==> config.mk <==
export PLATFORM = sky130hd
export DESIGN_NAME = apm_top
export DESIGN_NICKNAME = d
export VERILOG_FILES = /design/src/design/apm_pkg.sv /design/src/design/apm_top.sv
export VERILOG_INCLUDE_DIRS = /design/src /design/src/design
export SDC_FILE = /design/constraint.sdc
export NUM_CORES = 2
export LEC_CHECK = 0
export ABC_AREA = 1
export CAP_MARGIN = 20
export CORE_MARGIN = 4
export CORE_UTILIZATION = 35
export DETAILED_ROUTE_END_ITERATION = 12
export DONT_BUFFER_PORTS = 1
export PLACE_DENSITY_LB_ADDON = 0.15
export SYNTH_ARGS = -nofsm -noshare
export SYNTH_HDL_FRONTEND = slang
export SYNTH_SLANG_ARGS = --single-unit
==> constraint.sdc <==
create_clock -name aclk -period 14.8 [get_ports aclk]
set_input_delay 1.48 -clock aclk [delete_from_list [all_inputs] [get_ports aclk]]
set_output_delay 1.48 -clock aclk [all_outputs]
set_load 0.05 [all_outputs]
==> src/design/apm_regs.svh <==
// register map, reset values and timing constants of the axis position monitor
// assumes an AXI4-Lite slave with 32-bit data and byte addresses
`ifndef APM_REGS_SVH
`define APM_REGS_SVH
`define APM_AW          8
`define APM_OFS_CTRL    8'h00
`define APM_OFS_CFG     8'h04
`define APM_OFS_SUPV    8'h08
`define APM_OFS_LOW     8'h0c
`define APM_OFS_HIGH    8'h10
`define APM_OFS_ROTEND  8'h14
`define APM_OFS_REF     8'h18
`define APM_OFS_TGT     8'h1c
`define APM_OFS_TRANGE  8'h20
`define APM_OFS_CUTOFF  8'h24
`define APM_OFS_SPEED   8'h28
`define APM_OFS_STAT    8'h2c
`define APM_OFS_POS     8'h30
`define APM_OFS_LEN     8'h34
`define APM_OFS_INCREV  8'h38
`define APM_RST_CFG     11'h048
`define APM_RST_SUPV    32'h000007d0
`define APM_RST_LOW     32'hfa0a1f00
`define APM_RST_HIGH    32'h05f5e100
`define APM_RST_ROTEND  32'h000186a0
`define APM_RST_REF     32'h00000000
`define APM_RST_TRANGE  32'h00000032
`define APM_RST_CUTOFF  32'h0000000a
`define APM_RST_SPEED   15'h1000
`define APM_RST_INCREV  32'h000003e8
`define APM_TRAV_MAX    32'h1dcd6500
`define APM_STEP_MS     32'h00000004
`define APM_STEP_NS     4000000
`define APM_CLK_NS      4
`define APM_TICK_CYC    (`APM_STEP_NS / `APM_CLK_NS)
`define APM_RESP_OK     2'b00
`define APM_RESP_ERR    2'b10
`endif

==> src/design/apm_pkg.sv <==
// types shared by the axis position monitor
// assumes apm_regs.svh for the numeric constants
package apm_pkg;
	typedef enum logic [1:0] {ST_IDLE = 2'b00, ST_RUN = 2'b01, ST_APPR = 2'b10} apm_state_t;
	typedef enum logic [2:0] {LEN_OFF = 3'b000, LEN_RR = 3'b001, LEN_FF = 3'b010,
		LEN_RF = 3'b011, LEN_FR = 3'b100} apm_len_t;
	typedef struct packed {
		apm_len_t len_mode;
		logic     ref_minus;
		logic     wr_en;
		logic     win_en;
		logic     appr_en;
		logic     prog_en;
		logic     cnt_inv;
		logic     rotary;
		logic     unipolar;
	} apm_cfg_t;
	typedef struct packed {
		logic ref_arm;
		logic cancel;
		logic dir_minus;
		logic start;
		logic run;
	} apm_ctrl_t;
	typedef struct packed {
		logic len_done;
		logic win_err;
		logic appr_err;
		logic prog_err;
		logic wr_err;
		logic tr_err;
		logic meas_act;
		logic pos_rcd;
		logic sync;
		logic working;
	} apm_stat_t;
endpackage

==> src/design/apm_top.sv <==
// axis position monitor: encoder count, supervision and setpoint sign
// assumes encoder and switch inputs already synchronous to aclk
//
// The address map and register access over AXI4-Lite are this design's own decisions.
`include "apm_regs.svh"
`timescale 1ns/100ps
`default_nettype none
module apm_top
	import apm_pkg::*;
#(
	parameter int TICK_CYC = `APM_TICK_CYC
)(
	input  wire logic                aclk,
	input  wire logic                aresetn,
	input  wire logic [`APM_AW-1:0]  s_axi_awaddr,
	input  wire logic                s_axi_awvalid,
	output logic                     s_axi_awready,
	input  wire logic [31:0]         s_axi_wdata,
	input  wire logic [3:0]          s_axi_wstrb,
	input  wire logic                s_axi_wvalid,
	output logic                     s_axi_wready,
	output logic [1:0]               s_axi_bresp,
	output logic                     s_axi_bvalid,
	input  wire logic                s_axi_bready,
	input  wire logic [`APM_AW-1:0]  s_axi_araddr,
	input  wire logic                s_axi_arvalid,
	output logic                     s_axi_arready,
	output logic [31:0]              s_axi_rdata,
	output logic [1:0]               s_axi_rresp,
	output logic                     s_axi_rvalid,
	input  wire logic                s_axi_rready,
	input  wire logic                enc_a,
	input  wire logic                enc_b,
	input  wire logic                ref_sw,
	input  wire logic                meas_in,
	output logic signed [15:0]       setpoint,
	output logic                     direction_output,
	output logic                     drive_enable,
	output logic                     ext_error
);
	if (TICK_CYC < 1) begin : g_chk
		$error("TICK_CYC must be at least one");
	end

	// bus slave state
	logic              aw_full_reg, w_full_reg;
	logic [`APM_AW-1:0] waddr_reg;
	logic [31:0]       wdata_reg;
	logic [3:0]        wstrb_reg;
	// configuration
	apm_cfg_t          cfg_reg;
	logic              run_reg;
	logic [31:0]       supv_reg, low_reg, high_reg, end_reg, ref_reg;
	logic [31:0]       tgt_reg, trng_reg, cut_reg, inc_reg;
	logic [14:0]       spd_reg;
	// axis state
	apm_state_t        st_reg, st_next;
	logic signed [31:0] pos_reg, pos_next, len_reg, mstart_reg;
	logic              sync_reg, dirm_reg, rcd_reg, rcd_arm_reg, win_arm_reg;
	logic              ref_arm_reg, mv_up_reg, meas_act_reg;
	logic              a_q, b_q, ref_q, meas_q;
	logic [31:0]       tick_reg, sup_reg;
	logic              tr_err_reg, wr_err_reg, prog_err_reg, appr_err_reg, len_done_reg;

	// write decode; byte enables merge into the old word
	wire        do_wr = aw_full_reg && w_full_reg && !s_axi_bvalid;
	wire [31:0] wmask;
	for (genvar i = 0; i < 4; i++) begin : g_strb
		assign wmask[8*i +: 8] = {8{wstrb_reg[i]}};
	end
	function automatic logic [31:0] merge(input logic [31:0] old, input logic [31:0] wd, input logic [31:0] m);
		merge = (old & ~m) | (wd & m);
	endfunction
	wire wr_ctrl  = do_wr && waddr_reg == `APM_OFS_CTRL;
	wire wr_stat  = do_wr && waddr_reg == `APM_OFS_STAT;
	wire wr_hit   = waddr_reg == `APM_OFS_CTRL || waddr_reg == `APM_OFS_CFG ||
		waddr_reg == `APM_OFS_SUPV || waddr_reg == `APM_OFS_LOW ||
		waddr_reg == `APM_OFS_HIGH || waddr_reg == `APM_OFS_ROTEND ||
		waddr_reg == `APM_OFS_REF || waddr_reg == `APM_OFS_TGT ||
		waddr_reg == `APM_OFS_TRANGE || waddr_reg == `APM_OFS_CUTOFF ||
		waddr_reg == `APM_OFS_SPEED || waddr_reg == `APM_OFS_STAT ||
		waddr_reg == `APM_OFS_INCREV;
	wire apm_ctrl_t cmd = apm_ctrl_t'(wdata_reg[$bits(apm_ctrl_t)-1:0]);
	wire apm_stat_t clr = apm_stat_t'(wdata_reg[$bits(apm_stat_t)-1:0] & wmask[$bits(apm_stat_t)-1:0]);
	wire run_rise  = wr_ctrl && wstrb_reg[0] && cmd.run && !run_reg;
	wire start_cmd = wr_ctrl && wstrb_reg[0] && cmd.start && (run_reg || cmd.run);
	wire cancel    = wr_ctrl && wstrb_reg[0] && cmd.cancel;

	// quadrature decode: exactly one phase changed means a valid edge
	wire q_edge  = (enc_a ^ a_q) ^ (enc_b ^ b_q);
	wire q_up    = enc_a ^ b_q;
	wire pos_inc = q_edge && (q_up ^ cfg_reg.cnt_inv);
	wire pos_dec = q_edge && !(q_up ^ cfg_reg.cnt_inv);

	// reference approach ends on leaving the switch toward the chosen side
	wire ref_done = ref_arm_reg && ref_q && !ref_sw && (mv_up_reg != cfg_reg.ref_minus);
	wire ref_load = run_rise || ref_done;

	// window, cut-off and limit checks
	wire signed [31:0] tgt_s  = tgt_reg;
	wire signed [31:0] end_s  = end_reg;
	wire signed [32:0] dpos   = 33'(pos_reg) - 33'(tgt_s);
	wire signed [32:0] half   = 33'((trng_reg + 32'h1) >> 1);     // odd ranges round up
	wire        in_win  = dpos <= half && -dpos <= half;
	wire        cut_hit = dirm_reg ? (pos_reg <= tgt_s + $signed(cut_reg))
	                               : (pos_reg >= tgt_s - $signed(cut_reg));
	wire        trav_bad = pos_reg > $signed(`APM_TRAV_MAX) || pos_reg < -$signed(`APM_TRAV_MAX);
	wire        wr_bad  = !cfg_reg.rotary && sync_reg && cfg_reg.wr_en &&
		(pos_reg < $signed(low_reg) || pos_reg > $signed(high_reg));

	// supervision: 4 ms ticks, time rounded up to whole steps
	wire [31:0] sup_lim  = (supv_reg + `APM_STEP_MS - 32'h1) / `APM_STEP_MS;
	wire        sup_on   = sup_lim != 32'h0;
	wire        tick     = tick_reg == 32'(TICK_CYC - 1);
	wire        progress = dirm_reg ? pos_dec : pos_inc;
	wire        sup_out  = sup_on && sup_reg >= sup_lim;
	wire prog_trip = st_reg == ST_RUN && cfg_reg.prog_en && sup_out;
	wire appr_trip = st_reg == ST_APPR && cfg_reg.appr_en && sup_out && !in_win;
	wire abort     = trav_bad || wr_bad || prog_trip || cancel;

	// run sequencing
	always_comb begin
		st_next = st_reg;
		case (st_reg)
			ST_IDLE: if (start_cmd) begin
				st_next = ST_RUN;
			end
			ST_RUN: if (cut_hit) begin
				st_next = ST_APPR;
			end
			ST_APPR: if (!cfg_reg.appr_en || !sup_on || in_win || appr_trip) begin
				st_next = ST_IDLE;
			end
			default: st_next = ST_IDLE;
		endcase
		if (abort) begin
			st_next = ST_IDLE;
		end
	end

	// position: rotary wraps, linear counts freely
	always_comb begin
		pos_next = pos_reg;
		if (ref_load) begin
			pos_next = $signed(ref_reg);
		end else if (pos_inc) begin
			pos_next = (cfg_reg.rotary && pos_reg >= end_s - 32'sd1) ? 32'sd0 : pos_reg + 32'sd1;
		end else if (pos_dec) begin
			pos_next = (cfg_reg.rotary && pos_reg <= 32'sd0) ? end_s - 32'sd1 : pos_reg - 32'sd1;
		end
	end

	// length measurement edge selection
	wire m_rise = meas_in && !meas_q;
	wire m_fall = !meas_in && meas_q;
	wire m_start = (cfg_reg.len_mode == LEN_RR || cfg_reg.len_mode == LEN_RF) ? m_rise :
		(cfg_reg.len_mode == LEN_FF || cfg_reg.len_mode == LEN_FR) ? m_fall : 1'b0;
	wire m_stop = (cfg_reg.len_mode == LEN_RR || cfg_reg.len_mode == LEN_FR) ? m_rise :
		(cfg_reg.len_mode == LEN_FF || cfg_reg.len_mode == LEN_RF) ? m_fall : 1'b0;

	wire signed [15:0] spd_s = {1'b0, spd_reg};
	wire apm_stat_t stat = '{len_done: len_done_reg, win_err: ext_error, appr_err: appr_err_reg,
		prog_err: prog_err_reg, wr_err: wr_err_reg, tr_err: tr_err_reg, meas_act: meas_act_reg,
		pos_rcd: rcd_reg, sync: sync_reg, working: st_reg == ST_RUN};

	// read mux; unmapped reads return zero with an error response
	wire [31:0] rd_mux =
		s_axi_araddr == `APM_OFS_CTRL   ? 32'(run_reg) :
		s_axi_araddr == `APM_OFS_CFG    ? 32'(cfg_reg) :
		s_axi_araddr == `APM_OFS_SUPV   ? supv_reg :
		s_axi_araddr == `APM_OFS_LOW    ? low_reg :
		s_axi_araddr == `APM_OFS_HIGH   ? high_reg :
		s_axi_araddr == `APM_OFS_ROTEND ? end_reg :
		s_axi_araddr == `APM_OFS_REF    ? ref_reg :
		s_axi_araddr == `APM_OFS_TGT    ? tgt_reg :
		s_axi_araddr == `APM_OFS_TRANGE ? trng_reg :
		s_axi_araddr == `APM_OFS_CUTOFF ? cut_reg :
		s_axi_araddr == `APM_OFS_SPEED  ? 32'(spd_reg) :
		s_axi_araddr == `APM_OFS_STAT   ? 32'(stat) :
		s_axi_araddr == `APM_OFS_POS    ? pos_reg :
		s_axi_araddr == `APM_OFS_LEN    ? len_reg :
		s_axi_araddr == `APM_OFS_INCREV ? inc_reg : 32'h0;
	wire rd_hit = rd_mux != 32'h0 || s_axi_araddr <= `APM_OFS_INCREV && s_axi_araddr[1:0] == 2'b00;

	// bus handshakes: one write and one read in flight
	always_ff @(posedge aclk) begin
		if (!aresetn) begin
			s_axi_awready <= 1'b1;
			s_axi_wready  <= 1'b1;
			s_axi_arready <= 1'b1;
			s_axi_bvalid  <= 1'b0;
			s_axi_rvalid  <= 1'b0;
			s_axi_bresp   <= `APM_RESP_OK;
			s_axi_rresp   <= `APM_RESP_OK;
			s_axi_rdata   <= 32'h0;
			aw_full_reg   <= 1'b0;
			w_full_reg    <= 1'b0;
			waddr_reg     <= '0;
			wdata_reg     <= 32'h0;
			wstrb_reg     <= 4'h0;
		end else begin
			if (s_axi_awvalid && s_axi_awready) begin
				s_axi_awready <= 1'b0;
				aw_full_reg   <= 1'b1;
				waddr_reg     <= s_axi_awaddr;
			end
			if (s_axi_wvalid && s_axi_wready) begin
				s_axi_wready <= 1'b0;
				w_full_reg   <= 1'b1;
				wdata_reg    <= s_axi_wdata;
				wstrb_reg    <= s_axi_wstrb;
			end
			if (do_wr) begin
				aw_full_reg  <= 1'b0;
				w_full_reg   <= 1'b0;
				s_axi_bvalid <= 1'b1;
				s_axi_bresp  <= wr_hit ? `APM_RESP_OK : `APM_RESP_ERR;
			end
			if (s_axi_bvalid && s_axi_bready) begin
				s_axi_bvalid  <= 1'b0;
				s_axi_awready <= 1'b1;
				s_axi_wready  <= 1'b1;
			end
			if (s_axi_arvalid && s_axi_arready) begin
				s_axi_arready <= 1'b0;
				s_axi_rvalid  <= 1'b1;
				s_axi_rdata   <= rd_mux;
				s_axi_rresp   <= rd_hit ? `APM_RESP_OK : `APM_RESP_ERR;
			end
			if (s_axi_rvalid && s_axi_rready) begin
				s_axi_rvalid  <= 1'b0;
				s_axi_arready <= 1'b1;
			end
		end
	end

	// configuration registers, static between runs by convention
	always_ff @(posedge aclk) begin
		if (!aresetn) begin
			cfg_reg  <= apm_cfg_t'(`APM_RST_CFG);             // progress and working range on
			run_reg  <= 1'b0;
			supv_reg <= `APM_RST_SUPV;
			low_reg  <= `APM_RST_LOW;
			high_reg <= `APM_RST_HIGH;
			end_reg  <= `APM_RST_ROTEND;
			ref_reg  <= `APM_RST_REF;
			tgt_reg  <= 32'h0;
			trng_reg <= `APM_RST_TRANGE;
			cut_reg  <= `APM_RST_CUTOFF;
			spd_reg  <= `APM_RST_SPEED;
			inc_reg  <= `APM_RST_INCREV;
		end else if (do_wr) begin
			if (wr_ctrl && wstrb_reg[0]) run_reg <= cmd.run;
			if (waddr_reg == `APM_OFS_CFG) cfg_reg <= apm_cfg_t'(merge(32'(cfg_reg), wdata_reg, wmask));
			if (waddr_reg == `APM_OFS_SUPV) supv_reg <= merge(supv_reg, wdata_reg, wmask);
			if (waddr_reg == `APM_OFS_LOW) low_reg <= merge(low_reg, wdata_reg, wmask);
			if (waddr_reg == `APM_OFS_HIGH) high_reg <= merge(high_reg, wdata_reg, wmask);
			if (waddr_reg == `APM_OFS_ROTEND) end_reg <= merge(end_reg, wdata_reg, wmask);
			if (waddr_reg == `APM_OFS_REF) ref_reg <= merge(ref_reg, wdata_reg, wmask);
			if (waddr_reg == `APM_OFS_TGT) tgt_reg <= merge(tgt_reg, wdata_reg, wmask);
			if (waddr_reg == `APM_OFS_TRANGE) trng_reg <= merge(trng_reg, wdata_reg, wmask);
			if (waddr_reg == `APM_OFS_CUTOFF) cut_reg <= merge(cut_reg, wdata_reg, wmask);
			if (waddr_reg == `APM_OFS_SPEED) spd_reg <= 15'(merge(32'(spd_reg), wdata_reg, wmask));
			if (waddr_reg == `APM_OFS_INCREV) inc_reg <= merge(inc_reg, wdata_reg, wmask);
		end
	end

	// axis state, supervision and drive outputs
	always_ff @(posedge aclk) begin
		if (!aresetn) begin
			st_reg <= ST_IDLE;
			pos_reg <= 32'sd0;
			{a_q, b_q, ref_q, meas_q} <= 4'h0;
			{sync_reg, dirm_reg, rcd_reg, rcd_arm_reg, win_arm_reg, ref_arm_reg, mv_up_reg} <= 7'h0;
			{tr_err_reg, wr_err_reg, prog_err_reg, appr_err_reg, len_done_reg, ext_error} <= 6'h0;
			{meas_act_reg, drive_enable, direction_output} <= 3'h0;
			tick_reg <= 32'h0;
			sup_reg <= 32'h0;
			len_reg <= 32'sd0;
			mstart_reg <= 32'sd0;
			setpoint <= 16'sh0;
		end else begin
			{a_q, b_q, ref_q, meas_q} <= {enc_a, enc_b, ref_sw, meas_in};
			st_reg  <= st_next;
			pos_reg <= pos_next;
			if (pos_inc || pos_dec) mv_up_reg <= pos_inc;
			tick_reg <= tick ? 32'h0 : tick_reg + 32'h1;
			// restart the interval on any state change or on a forward pulse while running
			if (st_next != st_reg || (st_reg == ST_RUN && progress)) sup_reg <= 32'h0;
			else if (tick && !sup_out) sup_reg <= sup_reg + 32'h1;
			if (start_cmd && st_reg == ST_IDLE && !abort) begin
				dirm_reg    <= cmd.dir_minus;
				rcd_reg     <= 1'b0;
				rcd_arm_reg <= 1'b1;
				win_arm_reg <= 1'b0;                          // cleared; re-armed once the axis reaches the window after the run
			end else if (st_reg != ST_RUN && rcd_arm_reg && in_win) begin
				rcd_reg     <= 1'b1;
				rcd_arm_reg <= 1'b0;
				win_arm_reg <= cfg_reg.win_en;
			end else if (win_arm_reg && !in_win) begin
				win_arm_reg <= 1'b0;
			end
			if (wr_ctrl && wstrb_reg[0] && cmd.ref_arm) ref_arm_reg <= 1'b1;
			else if (ref_done) ref_arm_reg <= 1'b0;
			// sync: set by reference, cleared by stop-to-run or range trip
			if (run_rise || trav_bad) sync_reg <= 1'b0;
			else if (ref_done) sync_reg <= 1'b1;
			// sticky errors: a new event wins over a write-one clear
			tr_err_reg   <= trav_bad  || (tr_err_reg   && !(wr_stat && clr.tr_err));
			wr_err_reg   <= wr_bad    || (wr_err_reg   && !(wr_stat && clr.wr_err));
			prog_err_reg <= prog_trip || (prog_err_reg && !(wr_stat && clr.prog_err));
			appr_err_reg <= appr_trip || (appr_err_reg && !(wr_stat && clr.appr_err));
			ext_error    <= (win_arm_reg && !in_win) || (ext_error && !(wr_stat && clr.win_err));
			// length measurement; a stop edge takes priority while active
			if (meas_act_reg && m_stop) begin
				len_reg      <= pos_reg - mstart_reg;
				meas_act_reg <= 1'b0;
			end else if (!meas_act_reg && m_start) begin
				mstart_reg   <= pos_reg;
				meas_act_reg <= 1'b1;
			end
			len_done_reg <= (meas_act_reg && m_stop) || (len_done_reg && !(wr_stat && clr.len_done));
			// converter outputs follow the next state
			drive_enable <= st_next == ST_RUN;
			if (st_next != ST_RUN) setpoint <= 16'sh0;
			else if (cfg_reg.unipolar) setpoint <= spd_s;
			else setpoint <= (start_cmd && st_reg == ST_IDLE ? cmd.dir_minus : dirm_reg) ? -spd_s : spd_s;
			if (st_next == ST_RUN && cfg_reg.unipolar) // held between runs to avoid direction chatter
				direction_output <= start_cmd && st_reg == ST_IDLE ? cmd.dir_minus : dirm_reg;
			else if (!cfg_reg.unipolar) direction_output <= 1'b0;
		end
	end

	bipolar_sign_a: assert property (@(posedge aclk) disable iff (!aresetn)
		(st_reg == ST_RUN && st_next == ST_RUN && !cfg_reg.unipolar) |=>
		setpoint == ($past(dirm_reg) ? -$past(spd_s) : $past(spd_s)))
		else $error("bipolar setpoint sign wrong");
	unipolar_dir_a: assert property (@(posedge aclk) disable iff (!aresetn)
		(st_reg == ST_RUN && st_next == ST_RUN && cfg_reg.unipolar) |=>
		direction_output == $past(dirm_reg) && setpoint == $past(spd_s))
		else $error("unipolar direction or setpoint wrong");
	prog_cancel_a: assert property (@(posedge aclk) disable iff (!aresetn)
		prog_trip |=> st_reg == ST_IDLE && !drive_enable && prog_err_reg)
		else $error("progress trip did not cancel run");
	sup_zero_a: assert property (@(posedge aclk) disable iff (!aresetn)
		supv_reg == 32'h0 |-> !prog_trip && !appr_trip)
		else $error("supervision active with zero time");
	rotary_wrap_a: assert property (@(posedge aclk) disable iff (!aresetn)
		(cfg_reg.rotary && pos_reg == end_s - 32'sd1 && pos_inc && !ref_load) |=> pos_reg == 32'sd0)
		else $error("rotary upward wrap wrong");
	rotary_down_a: assert property (@(posedge aclk) disable iff (!aresetn)
		(cfg_reg.rotary && pos_reg == 32'sd0 && pos_dec && !ref_load) |=> pos_reg == $past(end_s) - 32'sd1)
		else $error("rotary downward wrap wrong");
	sync_clear_a: assert property (@(posedge aclk) disable iff (!aresetn)
		run_rise |=> !sync_reg ##1 (!sync_reg || $past(ref_done)))
		else $error("sync kept over stop-to-run");
	ref_load_a: assert property (@(posedge aclk) disable iff (!aresetn)
		ref_load |=> pos_reg == $signed($past(ref_reg)))
		else $error("reference coordinate not loaded");
	trav_abort_a: assert property (@(posedge aclk) disable iff (!aresetn)
		trav_bad |=> !sync_reg && st_reg == ST_IDLE && tr_err_reg)
		else $error("traversing range trip not handled");
	limit_cancel_a: assert property (@(posedge aclk) disable iff (!aresetn)
		(wr_bad && st_reg == ST_RUN) |=> st_reg == ST_IDLE && wr_err_reg)
		else $error("soft limit violation did not cancel");
endmodule
`default_nettype wire

# After elaboration in Yosys (flattened, before gate mapping)
# Index checks and enable logic that the tools add are counted.
# Widths: inputs -> output; s select.
[word_totals] memories=0 register_bits=600 romBits=0 output_inout_bits=60 latchBits=0 in_bits=63 word_cells=349 ram_bits=0
[op_classes] mul=0 order_cmp=12 bitwise=33 div_mod_pow=0 n_reduce_logical=146 n_eq_ne=39 shift=0 mux=44 addsub=14
[ops] cell="$mux 32" n=20
[ops] cell="$and 32x32->32" n=10
[ops] cell="$or 32x32->32" n=9
[ops] cell="$eq 8x6->1 const B" n=12
[ops] cell="$le 33x33->1" n=2
[ops] cell="$add 32x1->32 const B" n=2
[ops] cell="$eq 8x5->1 const B" n=8
[ops] cell="$ge 32x32->1" n=2
[ops] cell="$reduce_bool 32->1" n=2
[ops] cell="$sub 32x2->32 const B" n=2
[ops] cell="$sub 32x32->32" n=2
[ops] cell="$logic_and 1x1->1" n=58
[ops] cell="$logic_or 1x1->1" n=36
[ops] cell="$add 32x1->33 const B" n=1
[ops] cell="$neg 33->33" n=1
[ops] cell="$sub 32x32->33" n=1
[ops] cell="$add 32x2->32 const B" n=1
[ops] cell="$add 32x3->32 const B" n=1
[ops] cell="$add 32x32->32" n=1
[ops] cell="$eq 32x20->1 const B" n=1
[ops] cell="$eq 8x4->1 const B" n=4
[ops] cell="$ge 32x30->1" n=1
[ops] cell="$gt 32x30->1 const B" n=1
[ops] cell="$gt 32x32->1" n=1
[ops] cell="other kinds (36)" n=109

# Depth between registers and ports, before layout
[depth] ltp_word=19 depth_mapped=41 mapped_depth_nobuf=40

# Least setup slack after synthesis
# Ideal clock, no wire load.
[synth_timing] path_type="reg-to-reg" from="reg pos_reg[0]" to="reg sup_reg[1]" setup_ns=0.116 path_buffers=1 slack_ns=10.143 arrival_time_ns=4.541 t_required_ns=14.684 synth_period_minus_slack_ns=4.657 stages_incl_launch_ff=37 cell_sequence="dfxtp_1 inv_1 ha_1 fa_1 inv_1 nand3_1 nand3_1 nand3_1 nand2_1 nand2_1 nand2_1 nand3_1 nor2_1 nand3_1 nor2_2 nand2_1 nor3_2 nand2_2 nor3_4 nand4_1 xnor2_1 inv_1 ha_1 nand4_1 nor3_1 nand2_1 nor4_1 a21oi_1 nand3_1 nand2_2 nand3_1 nand2_1 nand2_1 nand2_1 nand2_2 buf_6 nor2_2"
[synth_via] elab_chain_cells=13 word_cells_on_any_way=29 classes_between="add/sub: 2; order compare: 8; eq/ne: 1; mux: 5; reduce/logical: 13"
[synth_rtl] item="from (decl)" line="apm_top.sv:58" rtl="logic signed [31:0] pos_reg, pos_next, len_reg, mstart_reg;"
[synth_rtl] item="from (signal assigned)" line="apm_top.sv:285" rtl="pos_reg <= pos_next;"
[synth_rtl] item="$sub 32x32->33" line="apm_top.sv:102" rtl="wire signed [32:0] dpos = 33'(pos_reg) - 33'(tgt_s);"
[synth_rtl] item="$neg 33->33" line="apm_top.sv:104" rtl="wire in_win = dpos <= half && -dpos <= half;"
[synth_rtl] item="$le 33x33->1" line="apm_top.sv:104"
[synth_rtl] item="$logic_and 1x1->1" line="apm_top.sv:104"
[synth_rtl] item="$logic_not 1->1" line="apm_top.sv:118" rtl="wire appr_trip = st_reg == ST_APPR && cfg_reg.appr_en && sup_out && !in_win;"
[synth_rtl] item="$logic_and 1x1->1" line="apm_top.sv:118"
[synth_rtl] item="$logic_or 1x1->1" line="apm_top.sv:131" rtl="ST_APPR: if (!cfg_reg.appr_en || !sup_on || in_win || appr_trip) begin"
[synth_rtl] item="$mux 2" line="apm_top.sv:131"
[synth_rtl] item="$pmux 2 s3" line="apm_top.sv:124" rtl="case (st_reg)"
[synth_rtl] item="$mux 2 *" line="apm_top.sv:136" rtl="if (abort) begin"
[synth_rtl] item="$ne 2x2->1 *" line="apm_top.sv:289" rtl="if (st_next != st_reg || (st_reg == ST_RUN && progress)) sup_reg <= 32'h0;"
[synth_rtl] item="$logic_or 1x1->1 *" line="apm_top.sv:289"
[synth_rtl] item="$reduce_or 2->1 (no line) *"
[synth_rtl] item="to (signal assigned)" line="apm_top.sv:290" rtl="else if (tick && !sup_out) sup_reg <= sup_reg + 32'h1;"
[synth_rtl] item="to (decl)" line="apm_top.sv:62" rtl="logic [31:0] tick_reg, sup_reg;"
# Mark *: on every way between the ends. The rest lies on a longest branch, timed or not.
# A chain may end at the register's enable or synchronous reset.

==> out/results.ini <==
[layout]
layout_commonest_cell=nand2_1
syn2layout_area_growth_pct=9.78
fillers=13300
final_cell_mix=nand2_1 (1188), inv_1 (1016), a21oi_1 (757), dfxtp_1 (598), o21ai_0 (591)
seqCellArea_um2=12000
multi_input_area_um2=26500
fin_cells=8111
drive_above_1_share_pct=4.48
nets=6876

[clocking]
ctsHoldBuffers=0
cts_buffers=75
clk_root_buffer_cell=clkbuf_16
postCtsSetupRepairBufs=0
cts_resized=0
cts.path.max_buffers=3
cts_htree_levels=3
cts.sinks=598
clock_latency_ns=0.69
cts_tree=yes
clkSlewWorstSetupHoldPaths_ns=0.06

[synthesis]
synth_cell_types=61
syn_area_per_cell_um2=6.64
synth_edf_count=0
netlist_area_um2=43300
netlist_instances=6519
synth-seq-area-share_pct=27.7
synth_ff_type=dfxtp_1
async_flop_share_pct=0
ys_ff_latch=598
yosysWarnings=0

[drt]
drt_iter0_drc=4613
remaining_drc_errors=0
vias=45000
viasPerCell=5.55
wl_per_cell_um=24.5
firstDrtPassIters=6
wirelength_um=199000
antenna_left=0

[sta]
fin_crit_sh_pct=46.3
drv_slew=0
setup_viol=0
worstMarginPinSlew_ns=1.26
period_needed_ns=6.86
skew_ns=0.0398
setup_tns_ns=0
slew_headroom_pct=15.9
fmax_mhz=146
hold_violations=0
rsz0062_at_grt=false

[die]
pin_count=123
coreArea_um2=122000
fp.dieW_um=360
die_area_um2=129000
rows=128
fp.dieH_um=360
initial_core_util_pct=35.4

[global_routing]
grt_pass1_vias=41400
gr-usage-all-layers_pct=29.4
gr-total-overflow=0
grt_max_degree=432
antenna_found_initial=14
grt_pass1_wl_um=284000

[critical_path]
worst-r2r-setup-slack_ns=7.94
worst-r2r-cell-count=34
required_ns=15.39
cp-endpoint=sup_reg[6]
endpoint_kind=flop
critPathMaxStageDelay_ns=0.57
cp-start-kind=flop
r2r_end=sup_reg[6]
setup.worst_path.class=flop to flop
slowest_stage=nand2_2
path_common_cell=nand2_1
arrival_ns=7.45
cp_max_fo=32

[flow_run]
cap_violations=0

[placed_design]
dp_hpwl_um=156000
place_congestion=1.02
portBuffers=0
dp.cells=7972

[power_and_ir_drop]
ir_drop_mv=0.101
p_leak_nw=20.8
p_per_area_nw_per_um2=123

[status]
status=finished clean

[min_path]
hold_path_class=flop to flop

## worst min-delay path by stage
stage,startpoint,endpoint,slack (ns),cells after the start
after floorplan,tick_reg[0],tick_reg[0],0.42,1
after detailed placement,flop,flop,0.44,2
after CTS,flop,flop,0.45,2
after global placement,tick_reg[0],tick_reg[0],0.43,1
after global routing,flop,flop,0.46,2
final,tick_reg[0],tick_reg[0],0.45,1
## critical path, delay by kind of cell (launching register included)
kind / cells / cell delay (ns)
compound gates: 13 / 3.11
xor+xnor: 1 / 0.16
fa+ha+maj: 2 / 0.71
buf+inv: 3 / 0.26
flops: 1 / 0.37
simple gates: 15 / 2.10
## cell families after synthesis
kind of cell             share of synthesized area, %
buffers and inverters                            11.3
AND/OR/NAND/NOR                                  22.8
flip-flops                                       27.7
AO/OA/AOI/OAI                                    21.6
adder cells (fa/ha/maj)                          11.3
other                                         0.00867
XOR/XNOR                                         5.22
## where the power goes
| part | internal [mW] | switching (mW) | leakage [nW] |
|---|---|---|---|
| clock | 1.16 | 0.811 | 1.24 |
| combinational | 0.685 | 1.42 | 14.7 |
| sequential | 1.65 | 0.135 | 4.84 |
## layout make-up
type,count,area share [%]
multi-input combinational,4642,55.7
clock inverter,25,0.877
inverter,1034,8.17
timing repair buffer,73,1.15
antenna,8,0.0421
clock buffer,106,4.54
sequential,598,25.2
tap,1625,4.28
## stage by stage
| step | instance area, um^2 | worst slack, ns | utilization [%] | hold slack (ns) | total power, mW |
|---|---|---|---|---|---|
| 2_1_floorplan | 43300 | 10.14 | - | 0.418 | 3.21 |
| 3_3_place_gp | 44900 | 8.09 | 36.7 | 0.433 | 3.87 |
| 3_5_place_dp | 44900 | 8.03 | 36.7 | 0.440 | 3.88 |
| 4_1_cts | 47500 | 8.01 | 38.8 | 0.449 | 5.85 |
| 5_1_grt | 47500 | 7.34 | 38.8 | 0.463 | 6.18 |
| 6_report | 47500 | 7.94 | 38.8 | 0.449 | 5.86 |
## Yosys cell counts (4+ instances only)
cell type | number | area share (%)
o21bai_1 | 9 | 0.16
inv_1 | 1017 | 8.8
dfxtp_1 | 598 | 28
xnor2_1 | 44 | 0.89
ha_1 | 385 | 11
nor3b_1 | 7 | 0.12
nand3b_1 | 7 | 0.12
nand3_1 | 256 | 3.0
a21o_1 | 6 | 0.10
xor2_1 | 214 | 4.3
buf_1 | 7 | 0.061
nor3_1 | 124 | 1.4
o21ai_0 | 591 | 6.8
nand2_1 | 1190 | 10
buf_2 | 16 | 0.19
fa_1 | 4 | 0.19
buf_6 | 6 | 0.16
a21boi_0 | 10 | 0.17
clkinv_1 | 10 | 0.087
nor2_2 | 40 | 0.58
o22ai_1 | 31 | 0.45
o221ai_1 | 31 | 0.63
o21ai_1 | 16 | 0.19
a31oi_1 | 14 | 0.20
and3_1 | 4 | 0.058
o2111ai_1 | 49 | 0.99
o211ai_1 | 81 | 1.4
o31ai_1 | 6 | 0.10
inv_2 | 7 | 0.061
nand2_2 | 10 | 0.14
a211oi_1 | 16 | 0.28
a221oi_1 | 34 | 0.69
nor3_2 | 9 | 0.21
nand4_1 | 108 | 1.6
clkbuf_1 | 212 | 1.8
o21a_1 | 15 | 0.26
or2_2 | 8 | 0.12
nor2_1 | 478 | 4.1
and2_1 | 7 | 0.10
nor4_1 | 47 | 0.68
a21oi_1 | 758 | 8.8
## layer usage
metal	wire length, um	GRT usage, %
met4	11900	15.2
met5	39	0
met2	82800	43.8
met3	17400	5.60
met1	86800	40.3
Note: power is estimated with default switching activity, not from simulation.
